**config.mk**
```make
export PLATFORM = sky130hd
export DESIGN_NAME = afa_unit
export DESIGN_NICKNAME = d
export VERILOG_FILES = /design/src/rtl/afa_pkg.sv /design/src/rtl/afa_unit.sv /design/src/rtl/afa_sum.sv
export SDC_FILE = /design/constraint.sdc
export NUM_CORES = 1
export LEC_CHECK = 0
export ABC_AREA = 0
export BUFFER_PORTS_ARGS = -buffer_cell sky130_fd_sc_hd__clkbuf_2
export CORE_AREA = 2 2 223 225
export CTS_BUF_LIST = sky130_fd_sc_hd__clkbuf_8
export CTS_CLUSTER_DIAMETER = 30
export DETAILED_ROUTE_END_ITERATION = 6
export DIE_AREA = 0 0 225 227
export PLACE_DENSITY_LB_ADDON = 0.1
export RECOVER_POWER = 25
export SYNTH_ARGS = -nofsm -noshare
export SYNTH_HDL_FRONTEND = slang
export SYNTH_SLANG_ARGS = --single-unit
```
**constraint.sdc**
```tcl
create_clock -name core_clk -period 13.95 [get_ports core_clk]
set_input_delay 2.0925 -clock core_clk [delete_from_list [all_inputs] [get_ports core_clk]]
set_output_delay 2.0925 -clock core_clk [all_outputs]
set_load 0.02 [all_outputs]
```
**src/rtl/afa_pkg.sv**
```systemverilog
// shared constants, types and helpers of the atomic fetch-add unit
package afa_pkg;

    // ***********************************************
    // register map (byte offsets, one word each)
    // ***********************************************
    localparam logic [7:0] AFA_OFS_CTRL = 8'h00;
    localparam logic [7:0] AFA_OFS_STATUS = 8'h04;
    localparam logic [7:0] AFA_OFS_MASK = 8'h08;
    localparam logic [7:0] AFA_OFS_RES_LO = 8'h0C;
    localparam logic [7:0] AFA_OFS_RES_HI = 8'h10;
    localparam logic [7:0] AFA_OFS_OPCOUNT = 8'h14;

    // ***********************************************
    // field positions and reset values
    // ***********************************************
    localparam int AFA_CTRL_EN_BIT = 0;
    localparam int AFA_ST_DONE_BIT = 0;
    localparam int AFA_ST_NAT_BIT = 1;
    localparam int AFA_ST_UNAL_BIT = 2;
    localparam int AFA_ST_PRIV_BIT = 3;
    localparam int AFA_ST_W = 4;
    localparam logic [31:0] AFA_CTRL_RST = 32'h0000_0001;
    localparam logic [AFA_ST_W-1:0] AFA_MASK_RST = 4'h0;
    localparam logic [31:0] AFA_COUNT_RST = 32'h0000_0000;

    // ***********************************************
    // types
    // ***********************************************
    typedef enum logic [2:0]
    {
        ST_IDLE = 3'b000,
        ST_XLATE = 3'b001,
        ST_ORDER = 3'b011,
        ST_READ = 3'b010,
        ST_WRITE = 3'b110,
        ST_DONE = 3'b111
    } afa_state_e;

    typedef enum logic [1:0]
    {
        FLT_NONE = 2'h0,
        FLT_NAT = 2'h1,
        FLT_UNAL = 2'h2,
        FLT_PRIV = 2'h3
    } afa_fault_e;

    // one issued operation: wide=1 is atomic_add_word64, else atomic_add_word32
    typedef struct packed
    {
        logic qp;
        logic wide;
        logic acq;
        logic [1:0] ldhint;
        logic [2:0] inc_code;
        logic [6:0] dst;
        logic addr_nat;
        logic [63:0] addr;
    } afa_req_s;

    // write-back to the general_register file
    typedef struct packed
    {
        logic [6:0] dst;
        logic nat;
        logic [63:0] data;
    } afa_wb_s;

    // ***********************************************
    // helpers
    // ***********************************************
    // increment code 0..7 selects -16,-8,-4,-1,+1,+4,+8,+16
    function automatic logic [63:0] afa_inc_value(input logic [2:0] code);
        logic [63:0] v;
        v = 64'h0;
        unique case (code)
            3'h0: v = 64'hFFFF_FFFF_FFFF_FFF0;
            3'h1: v = 64'hFFFF_FFFF_FFFF_FFF8;
            3'h2: v = 64'hFFFF_FFFF_FFFF_FFFC;
            3'h3: v = 64'hFFFF_FFFF_FFFF_FFFF;
            3'h4: v = 64'h0000_0000_0000_0001;
            3'h5: v = 64'h0000_0000_0000_0004;
            3'h6: v = 64'h0000_0000_0000_0008;
            3'h7: v = 64'h0000_0000_0000_0010;
        endcase
        return v;
    endfunction

    function automatic logic [63:0] afa_zext(input logic wide, input logic [63:0] d);
        return wide ? d : {32'h0000_0000, d[31:0]};
    endfunction

    function automatic logic afa_misaligned(input logic wide, input logic [63:0] a);
        return wide ? (a[2:0] != 3'h0) : (a[1:0] != 2'h0);
    endfunction

endpackage

```
**src/rtl/afa_unit.sv**
```systemverilog
// atomic fetch-add unit: issue side, translation, locked memory rmw, registers
//
// Behaviour
// - read 4 or 8 bytes, width from the form, at the address register
// - zero-extend the read value and add the sign-extended increment
// - increment is one of -16, -8, -4, -1, 1, 4, 8, 16
// - write low 4 or 8 bytes of the sum to the same address
// - old value zero-extended to destination, destination token bit cleared
// - acquire: read and write visible before any later data access
// - release: read and write visible only after every earlier access
// - memory and unit keep read and write indivisible
// - misaligned address faults regardless of the user alignment check bit
// - both read and write privilege needed on the page
// - write privilege checked even when no write would happen
// - locality hint never changes the result and may be ignored
//
// The address-and-strobe port and the register addresses were chosen for this implementation.
`timescale 1ns/100ps
module afa_unit
    import afa_pkg::*;
#(
    parameter int REG_AW = 8
)
(
    // clock, reset, enable
    input wire logic core_clk,
    input wire logic reset_n,
    input wire logic ce,
    // issue side
    input wire logic issue_valid,
    input wire afa_req_s issue_req,
    output logic issue_ready,
    output logic wb_valid,
    output afa_wb_s wb,
    output logic fault_valid,
    output afa_fault_e fault_code,
    // translation and privilege
    output logic tr_req,
    output logic [63:0] tr_vaddr,
    input wire logic tr_ack,
    input wire logic tr_rd_ok,
    input wire logic tr_wr_ok,
    input wire logic [63:0] tr_paddr,
    // data memory
    input wire logic ord_prior_idle,
    output logic ord_acq_hold,
    output logic mem_lock,
    output logic mem_rd_req,
    output logic mem_wr_req,
    output logic mem_size8,
    output logic [1:0] mem_ldhint,
    output logic [63:0] mem_paddr,
    output logic [63:0] mem_wr_data,
    input wire logic mem_rd_ack,
    input wire logic [63:0] mem_rd_data,
    input wire logic mem_wr_ack,
    // register port
    input wire logic [REG_AW-1:0] reg_addr,
    input wire logic [31:0] reg_wdata,
    input wire logic reg_wr,
    input wire logic reg_rd,
    output logic [31:0] reg_rdata,
    output logic irq
);

    // elaboration check: the register map needs eight address bits
    if (REG_AW < 8)
    begin
        $error("afa_unit: REG_AW must be at least 8");
    end

    // ***********************************************
    // state
    // ***********************************************
    afa_state_e state_r, state_nxt;
    afa_req_s op_r;
    logic [63:0] paddr_r;
    logic [63:0] old_r;
    logic [63:0] sum_val;
    logic en_r;
    logic [AFA_ST_W-1:0] status_r, mask_r;
    logic [31:0] count_r;
    logic [31:0] rdata_r;

    // ***********************************************
    // decode
    // ***********************************************
    wire accept = issue_valid && issue_ready;
    wire acc_skip = accept && !issue_req.qp;
    wire acc_nat = accept && issue_req.qp && issue_req.addr_nat;
    wire acc_unal = accept && issue_req.qp && !issue_req.addr_nat
        && afa_misaligned(issue_req.wide, issue_req.addr);
    wire acc_go = accept && issue_req.qp && !issue_req.addr_nat
        && !afa_misaligned(issue_req.wide, issue_req.addr);
    wire xl_done = (state_r == ST_XLATE) && tr_ack;
    wire priv_ok = tr_rd_ok && tr_wr_ok;
    wire priv_bad = xl_done && !priv_ok;
    wire rd_done = (state_r == ST_READ) && mem_rd_ack;
    wire wr_done = (state_r == ST_WRITE) && mem_wr_ack;
    wire flt_any = acc_nat || acc_unal || priv_bad;
    wire [AFA_ST_W-1:0] ev_set = {priv_bad, acc_unal, acc_nat, (state_r == ST_DONE)};

    wire sel_ctrl = reg_addr == REG_AW'(AFA_OFS_CTRL);
    wire sel_status = reg_addr == REG_AW'(AFA_OFS_STATUS);
    wire sel_mask = reg_addr == REG_AW'(AFA_OFS_MASK);
    wire sel_lo = reg_addr == REG_AW'(AFA_OFS_RES_LO);
    wire sel_hi = reg_addr == REG_AW'(AFA_OFS_RES_HI);
    wire sel_cnt = reg_addr == REG_AW'(AFA_OFS_OPCOUNT);
    wire [AFA_ST_W-1:0] w1c = (reg_wr && sel_status) ? reg_wdata[AFA_ST_W-1:0] : '0;

    wire [31:0] rd_mux = sel_ctrl ? {31'h0, en_r}
        : sel_status ? {28'h0, status_r}
        : sel_mask ? {28'h0, mask_r}
        : sel_lo ? wb.data[31:0]
        : sel_hi ? wb.data[63:32]
        : sel_cnt ? count_r
        : 32'h0;

    // ***********************************************
    // outputs
    // ***********************************************
    assign issue_ready = ce && en_r && (state_r == ST_IDLE);
    assign tr_req = (state_r == ST_XLATE);
    assign tr_vaddr = op_r.addr;
    assign mem_rd_req = (state_r == ST_READ);
    assign mem_wr_req = (state_r == ST_WRITE);
    // location stays locked from the read until the write lands
    assign mem_lock = mem_rd_req || mem_wr_req;
    // later accesses held back until the acquire rmw is visible
    assign ord_acq_hold = op_r.acq && mem_lock;
    assign mem_size8 = op_r.wide;
    // hint only steers memory locality, never the data path
    assign mem_ldhint = op_r.ldhint;
    assign mem_paddr = paddr_r;
    assign mem_wr_data = sum_val;
    assign reg_rdata = rdata_r;
    assign irq = |(status_r & mask_r);

    afa_sum u_sum
    (
        .wide(op_r.wide),
        .inc_code(op_r.inc_code),
        .old_val(old_r),
        .new_val(sum_val)
    );

    // ***********************************************
    // sequencer
    // ***********************************************
    always_comb
    begin
        state_nxt = state_r;
        unique case (state_r)
            ST_IDLE:
                if (acc_go)
                    state_nxt = ST_XLATE;
            ST_XLATE:
                if (xl_done)
                    state_nxt = priv_ok ? ST_ORDER : ST_IDLE;
            ST_ORDER:
                if (op_r.acq || ord_prior_idle)
                    state_nxt = ST_READ;
            ST_READ:
                if (mem_rd_ack)
                    state_nxt = ST_WRITE;
            ST_WRITE:
                if (mem_wr_ack)
                    state_nxt = ST_DONE;
            ST_DONE:
                state_nxt = ST_IDLE;
            default:
                state_nxt = ST_IDLE;
        endcase
    end

    always_ff @(posedge core_clk or negedge reset_n)
    begin
        if (!reset_n)
            state_r <= ST_IDLE;
        else if (ce)
            state_r <= state_nxt;
    end

    // captured operation; skipped ops leave everything untouched
    always_ff @(posedge core_clk or negedge reset_n)
    begin
        if (!reset_n)
            op_r <= '0;
        else if (ce && acc_go)
            op_r <= issue_req;
    end

    always_ff @(posedge core_clk or negedge reset_n)
    begin
        if (!reset_n)
            paddr_r <= 64'h0;
        else if (ce && xl_done)
            paddr_r <= tr_paddr;
    end

    always_ff @(posedge core_clk or negedge reset_n)
    begin
        if (!reset_n)
            old_r <= 64'h0;
        else if (ce && rd_done)
            old_r <= afa_zext(op_r.wide, mem_rd_data);
    end

    // ***********************************************
    // results and faults
    // ***********************************************
    always_ff @(posedge core_clk or negedge reset_n)
    begin
        if (!reset_n)
        begin
            wb_valid <= 1'b0;
            wb <= '0;
        end
        else if (ce)
        begin
            wb_valid <= wr_done;
            if (wr_done)
                wb <= '{dst: op_r.dst, nat: 1'b0, data: old_r};
        end
    end

    always_ff @(posedge core_clk or negedge reset_n)
    begin
        if (!reset_n)
        begin
            fault_valid <= 1'b0;
            fault_code <= FLT_NONE;
        end
        else if (ce)
        begin
            fault_valid <= flt_any;
            if (acc_nat)
                fault_code <= FLT_NAT;
            else if (acc_unal)
                fault_code <= FLT_UNAL;
            else if (priv_bad)
                fault_code <= FLT_PRIV;
        end
    end

    // ***********************************************
    // registers
    // ***********************************************
    always_ff @(posedge core_clk or negedge reset_n)
    begin
        if (!reset_n)
        begin
            en_r <= AFA_CTRL_RST[AFA_CTRL_EN_BIT];
            mask_r <= AFA_MASK_RST;
            count_r <= AFA_COUNT_RST;
            status_r <= '0;
            rdata_r <= 32'h0;
        end
        else if (ce)
        begin
            if (reg_wr && sel_ctrl)
                en_r <= reg_wdata[AFA_CTRL_EN_BIT];
            if (reg_wr && sel_mask)
                mask_r <= reg_wdata[AFA_ST_W-1:0];
            if (wr_done)
                count_r <= count_r + 32'h1;
            // a new event wins over a clear in the same cycle
            status_r <= (status_r & ~w1c) | ev_set;
            rdata_r <= reg_rd ? rd_mux : 32'h0;
        end
    end
endmodule

```
**src/rtl/afa_sum.sv**
```systemverilog
// adder of the fetch-add unit: zero-extended old value plus signed increment
`timescale 1ns/100ps
module afa_sum
    import afa_pkg::*;
(
    // operand
    input wire logic wide,
    input wire logic [2:0] inc_code,
    input wire logic [63:0] old_val,
    // result
    output logic [63:0] new_val
);

    logic [63:0] old_ext;
    logic [63:0] raw_sum;

    assign old_ext = afa_zext(wide, old_val);
    assign raw_sum = old_ext + afa_inc_value(inc_code);
    // narrow form keeps only the low four bytes of the sum
    assign new_val = afa_zext(wide, raw_sum);

endmodule

```
==> run_results.csv <==
group,metric,value,unit
synthesis,synthesis.nets,2153,
cts,holdBufCountCts,0,
sta,max_freq,109,MHz
synthesis,synthMuxAreaShare,15.5,%
final_layout,area_growth,25.7,%
drt,drtAntennaViolNets,0,
synthesis,yosys.cell_count.top_type,"dfrtp_1",
critical_path,end_kind,"async pin",
synthesis,yosys_warnings,0,
global_routing,track_usage,24.4,%
die,core_area,48500,µm²
synthesis,synthCells,1827,
die,num_rows,81,
cts,cts.sinks,357,
synthesis,synth-compound-area-share,11.0,%
power,vdd_ir_drop_max,148,µV
power,internal-power,2.98,mW
final_layout,fin_util,49.5,%
status,status,"finished with violations",
critical_path,timing.reg2reg.setup_slack,9.41,ns
synthesis,synth_flop_cell,"dfrtp_1",
sta,setup_violations,0,
global_routing,gr-total-overflow,0,
drt,drtIter0Drc,946,
synthesis,ys_seq_elements,357,
critical_path,worstPathMaxFanout,114,
worst_hold_path,hp-class,"register to register",
status,violations,"max-capacitance violations, max-slew violations",
synthesis,yosys-top-cells-count,"356 x dfrtp_1, 272 x nand2_1, 252 x mux2_2",
job,cap_violations,4,
synthesis,ys_async_sr_fraction,100,%
critical_path,worstSetupEndpoint,"mem_size8",
drt,vias,15700,
synthesis,synth.top_cell.area_share,46.6,%
global_routing,grt_max_degree,115,
power,power_frac_clock,30.7,%
die,die_w,225,µm
sta,finalCriticalPeriod,9.19,ns
critical_path,arrival,9.78,ns
cts,cts_buffer_depth,3,
synthesis,syn_area_per_cell,10.5,µm²
sta,finalCritPeriodShare,65.9,%
critical_path,startpoint,"reset_n",
synthesis,synth_top_family_by_area,"multiplexers",
drt,dr.pass1.iters,5,
power,combinationalPowerShare,42.5,%
synthesis,synthXorXnorAreaFrac,3.57,%
critical_path,worstPathRequired,14.53,ns
critical_path,r2r-end,"old_r[42]",
power,sw_frac_of_total,39.7,%
placement,portBuffers,540,
die,io_pins,570,
sta,drv_slew,305,
power,power_frac_seq,26.8,%
die,floorplan.initialDensity,39.4,%
placement,dp_hpwl,48.6,mm
sta,timing.setup.tns,0,ns
die,die-area,51100,µm²
critical_path,start_kind,"input port",
sta,hold_violations,0,
cts,post_cts_buffers,0,
sta,worst_pin_slew,6.01,ns
synthesis,yosys-top-cells-area,"dfrtp_1 47%, mux2_2 15%, nand2_1 5.3%",
final_layout,stdcell_count,3002,
sta,rsz0062_at_grt,"false",
drt,drc,0,
drt,viasPerCell,5.21,
synthesis,netlist_area,19100,µm²
synthesis,synth_edf_count,0,
die,fp.dieH,227,µm
global_routing,grt_pass1_vias,15700,
power,power.density,206,nW/µm²
critical_path,rr_startpoint,"state_r[1]",
sta,relSlewSlack,-301,%
final_layout,nets,2638,
synthesis,yosysTopAreaCell,"dfrtp_1",
cts,cts-root-buf,"clkbuf_8",
drt,wl_per_cell,21.2,µm
sta,finClkSkew,0.0213,ns
cts,htreeDepth,3,
critical_path,r2r_cells,6,
synthesis,synth_cell_types,70,
placement,dp_cells,2846,
cts,clk_latency,0.64,ns
cts,clkTransAtPathRegs,0.06,ns
power,p_switching,1.96,mW
critical_path,worstSetupPathType,"input port to async pin",
cts,cts_resized,0,
synthesis,yosysSeqAreaShare,46.7,%
drt,wirelength,63.7,mm
power,p_leak,13.0,nW
final_layout,drive_gt1_share,40.8,%
synthesis,synthAdderAreaFrac,4.36,%
global_routing,antenna_found_initial,1,
synthesis,synth-simple-area-share,14.0,%
cts,numCtsBuffers,86,
cts,cts_tree,"yes",
placement,place.gp.congestion,0.900,
global_routing,grt_pass1_wl,94.4,mm
final_layout,diodes,0,
cells in the final DEF (no fill, tap or decap), types with 4 or more instances in the layout:
cell type	synthesis	routed
a22oi_1	34	34
clkbuf_1	80	5
nor2_1	66	65
clkbuf_8	0	110
nand2b_1	15	15
buf_4	67	11
and2_0	1	4
o21bai_1	18	18
bufinv_16	0	15
a21o_1	38	38
mux2_2	252	252
and3_1	19	18
o211ai_1	5	5
nand4_1	18	18
nand2_1	272	272
a211oi_1	6	6
nor2b_1	8	8
nor4_1	6	6
nand3_1	60	58
xor2_1	33	33
a31oi_1	10	10
ha_1	65	65
and4_1	4	4
inv_1	25	30
clkinv_2	0	11
o21ai_0	36	36
clkbuf_2	0	538
xnor2_1	45	45
o2bb2ai_1	31	31
clkinvlp_4	0	9
and3b_1	5	5
and2_1	61	58
mux2i_1	12	12
dfrtp_1	356	355
nor3_1	20	20
a21oi_1	94	94
per-layer routing:
layer	vias to the layer above	share of wire, %	global-route usage (%)
met4	2	3.7	10.7
met3	115	5.9	5.14
met1	7618	41	30.2
met2	520	49	41.2
li1	7398	-	-
met5	-	0.025	0
power by group through the flow:
| stage | Combinational [mW] | Clock (mW) | Sequential, mW |
|---|---|---|---|
| global route | 2.27 | 1.60 | 1.35 |
| global placement | 2.10 | 0 | 1.33 |
| CTS | 2.11 | 1.55 | 1.33 |
| finish | 2.10 | 1.52 | 1.32 |
| detailed placement | 2.10 | 0 | 1.34 |
| floorplan | 1.32 | 0 | 1.41 |
registers in the layout, summed over array words and instances (netlist names):
signal	cells
wb_valid	1
old_r	64
state_r	3
mem_paddr	64
mask_r	4
fault_code	2
fault_valid	1
op_r	11
mem_ldhint	2
count_r	32
reg_rdata	32
status_r	4
wb	71
mem_size8	1
en_r	1
tr_vaddr	64
critical path, cell delays in order:
cell and delay [ns]:
clkbuf_1 4.14, clkbuf_1 2.41, buf_4 0.98
worst min-delay path by stage:
stage	slack (ns)	end	cells after the start	from
3_3_place_gp	0.45	count_r[31]	1	count_r[31]
5_1_grt	0.50	count_r[16]	1	count_r[16]
2_1_floorplan	0.44	count_r[31]	1	count_r[31]
6_report	0.46	count_r[31]	1	count_r[31]
4_1_cts	0.47	count_r[31]	1	count_r[31]
3_5_place_dp	0.45	count_r[31]	1	count_r[31]
stage by stage:
step	hold slack (ns)	power, mW	setup slack (ns)	area, µm²
floorplan	0.436	2.74	7.38	19100
global placement	0.455	3.43	6.98	21900
detailed placement	0.454	3.44	7.03	21900
CTS	0.470	4.99	6.30	24100
global route	0.496	5.22	3.10	24000
finish	0.464	4.94	4.76	24000
area by class of cell:
type / count / area (µm²)
fill: 4585 / 24500
multi-input combinational: 1288 / 9290
sequential: 357 / 8940
timing repair buffer: 554 / 2790
clock buffer: 110 / 1510
tap: 622 / 778
clock inverter: 46 / 639
inverter: 25 / 93.8
kinds of logic (layout without fill, tap and decap cells):
group | after synthesis | after routing
xor gates and xnor gates | 78 | 78
DFF | 357 | 357
muxes | 264 | 264
and+or+nand+nor | 571 | 571
AOI/OAI and AO/OA | 308 | 308
other | 1 | 1
adders and majority gates | 66 | 66
buffers and inverters | 182 | 735
No activity file was read; power rests on OpenSTA's default activity.
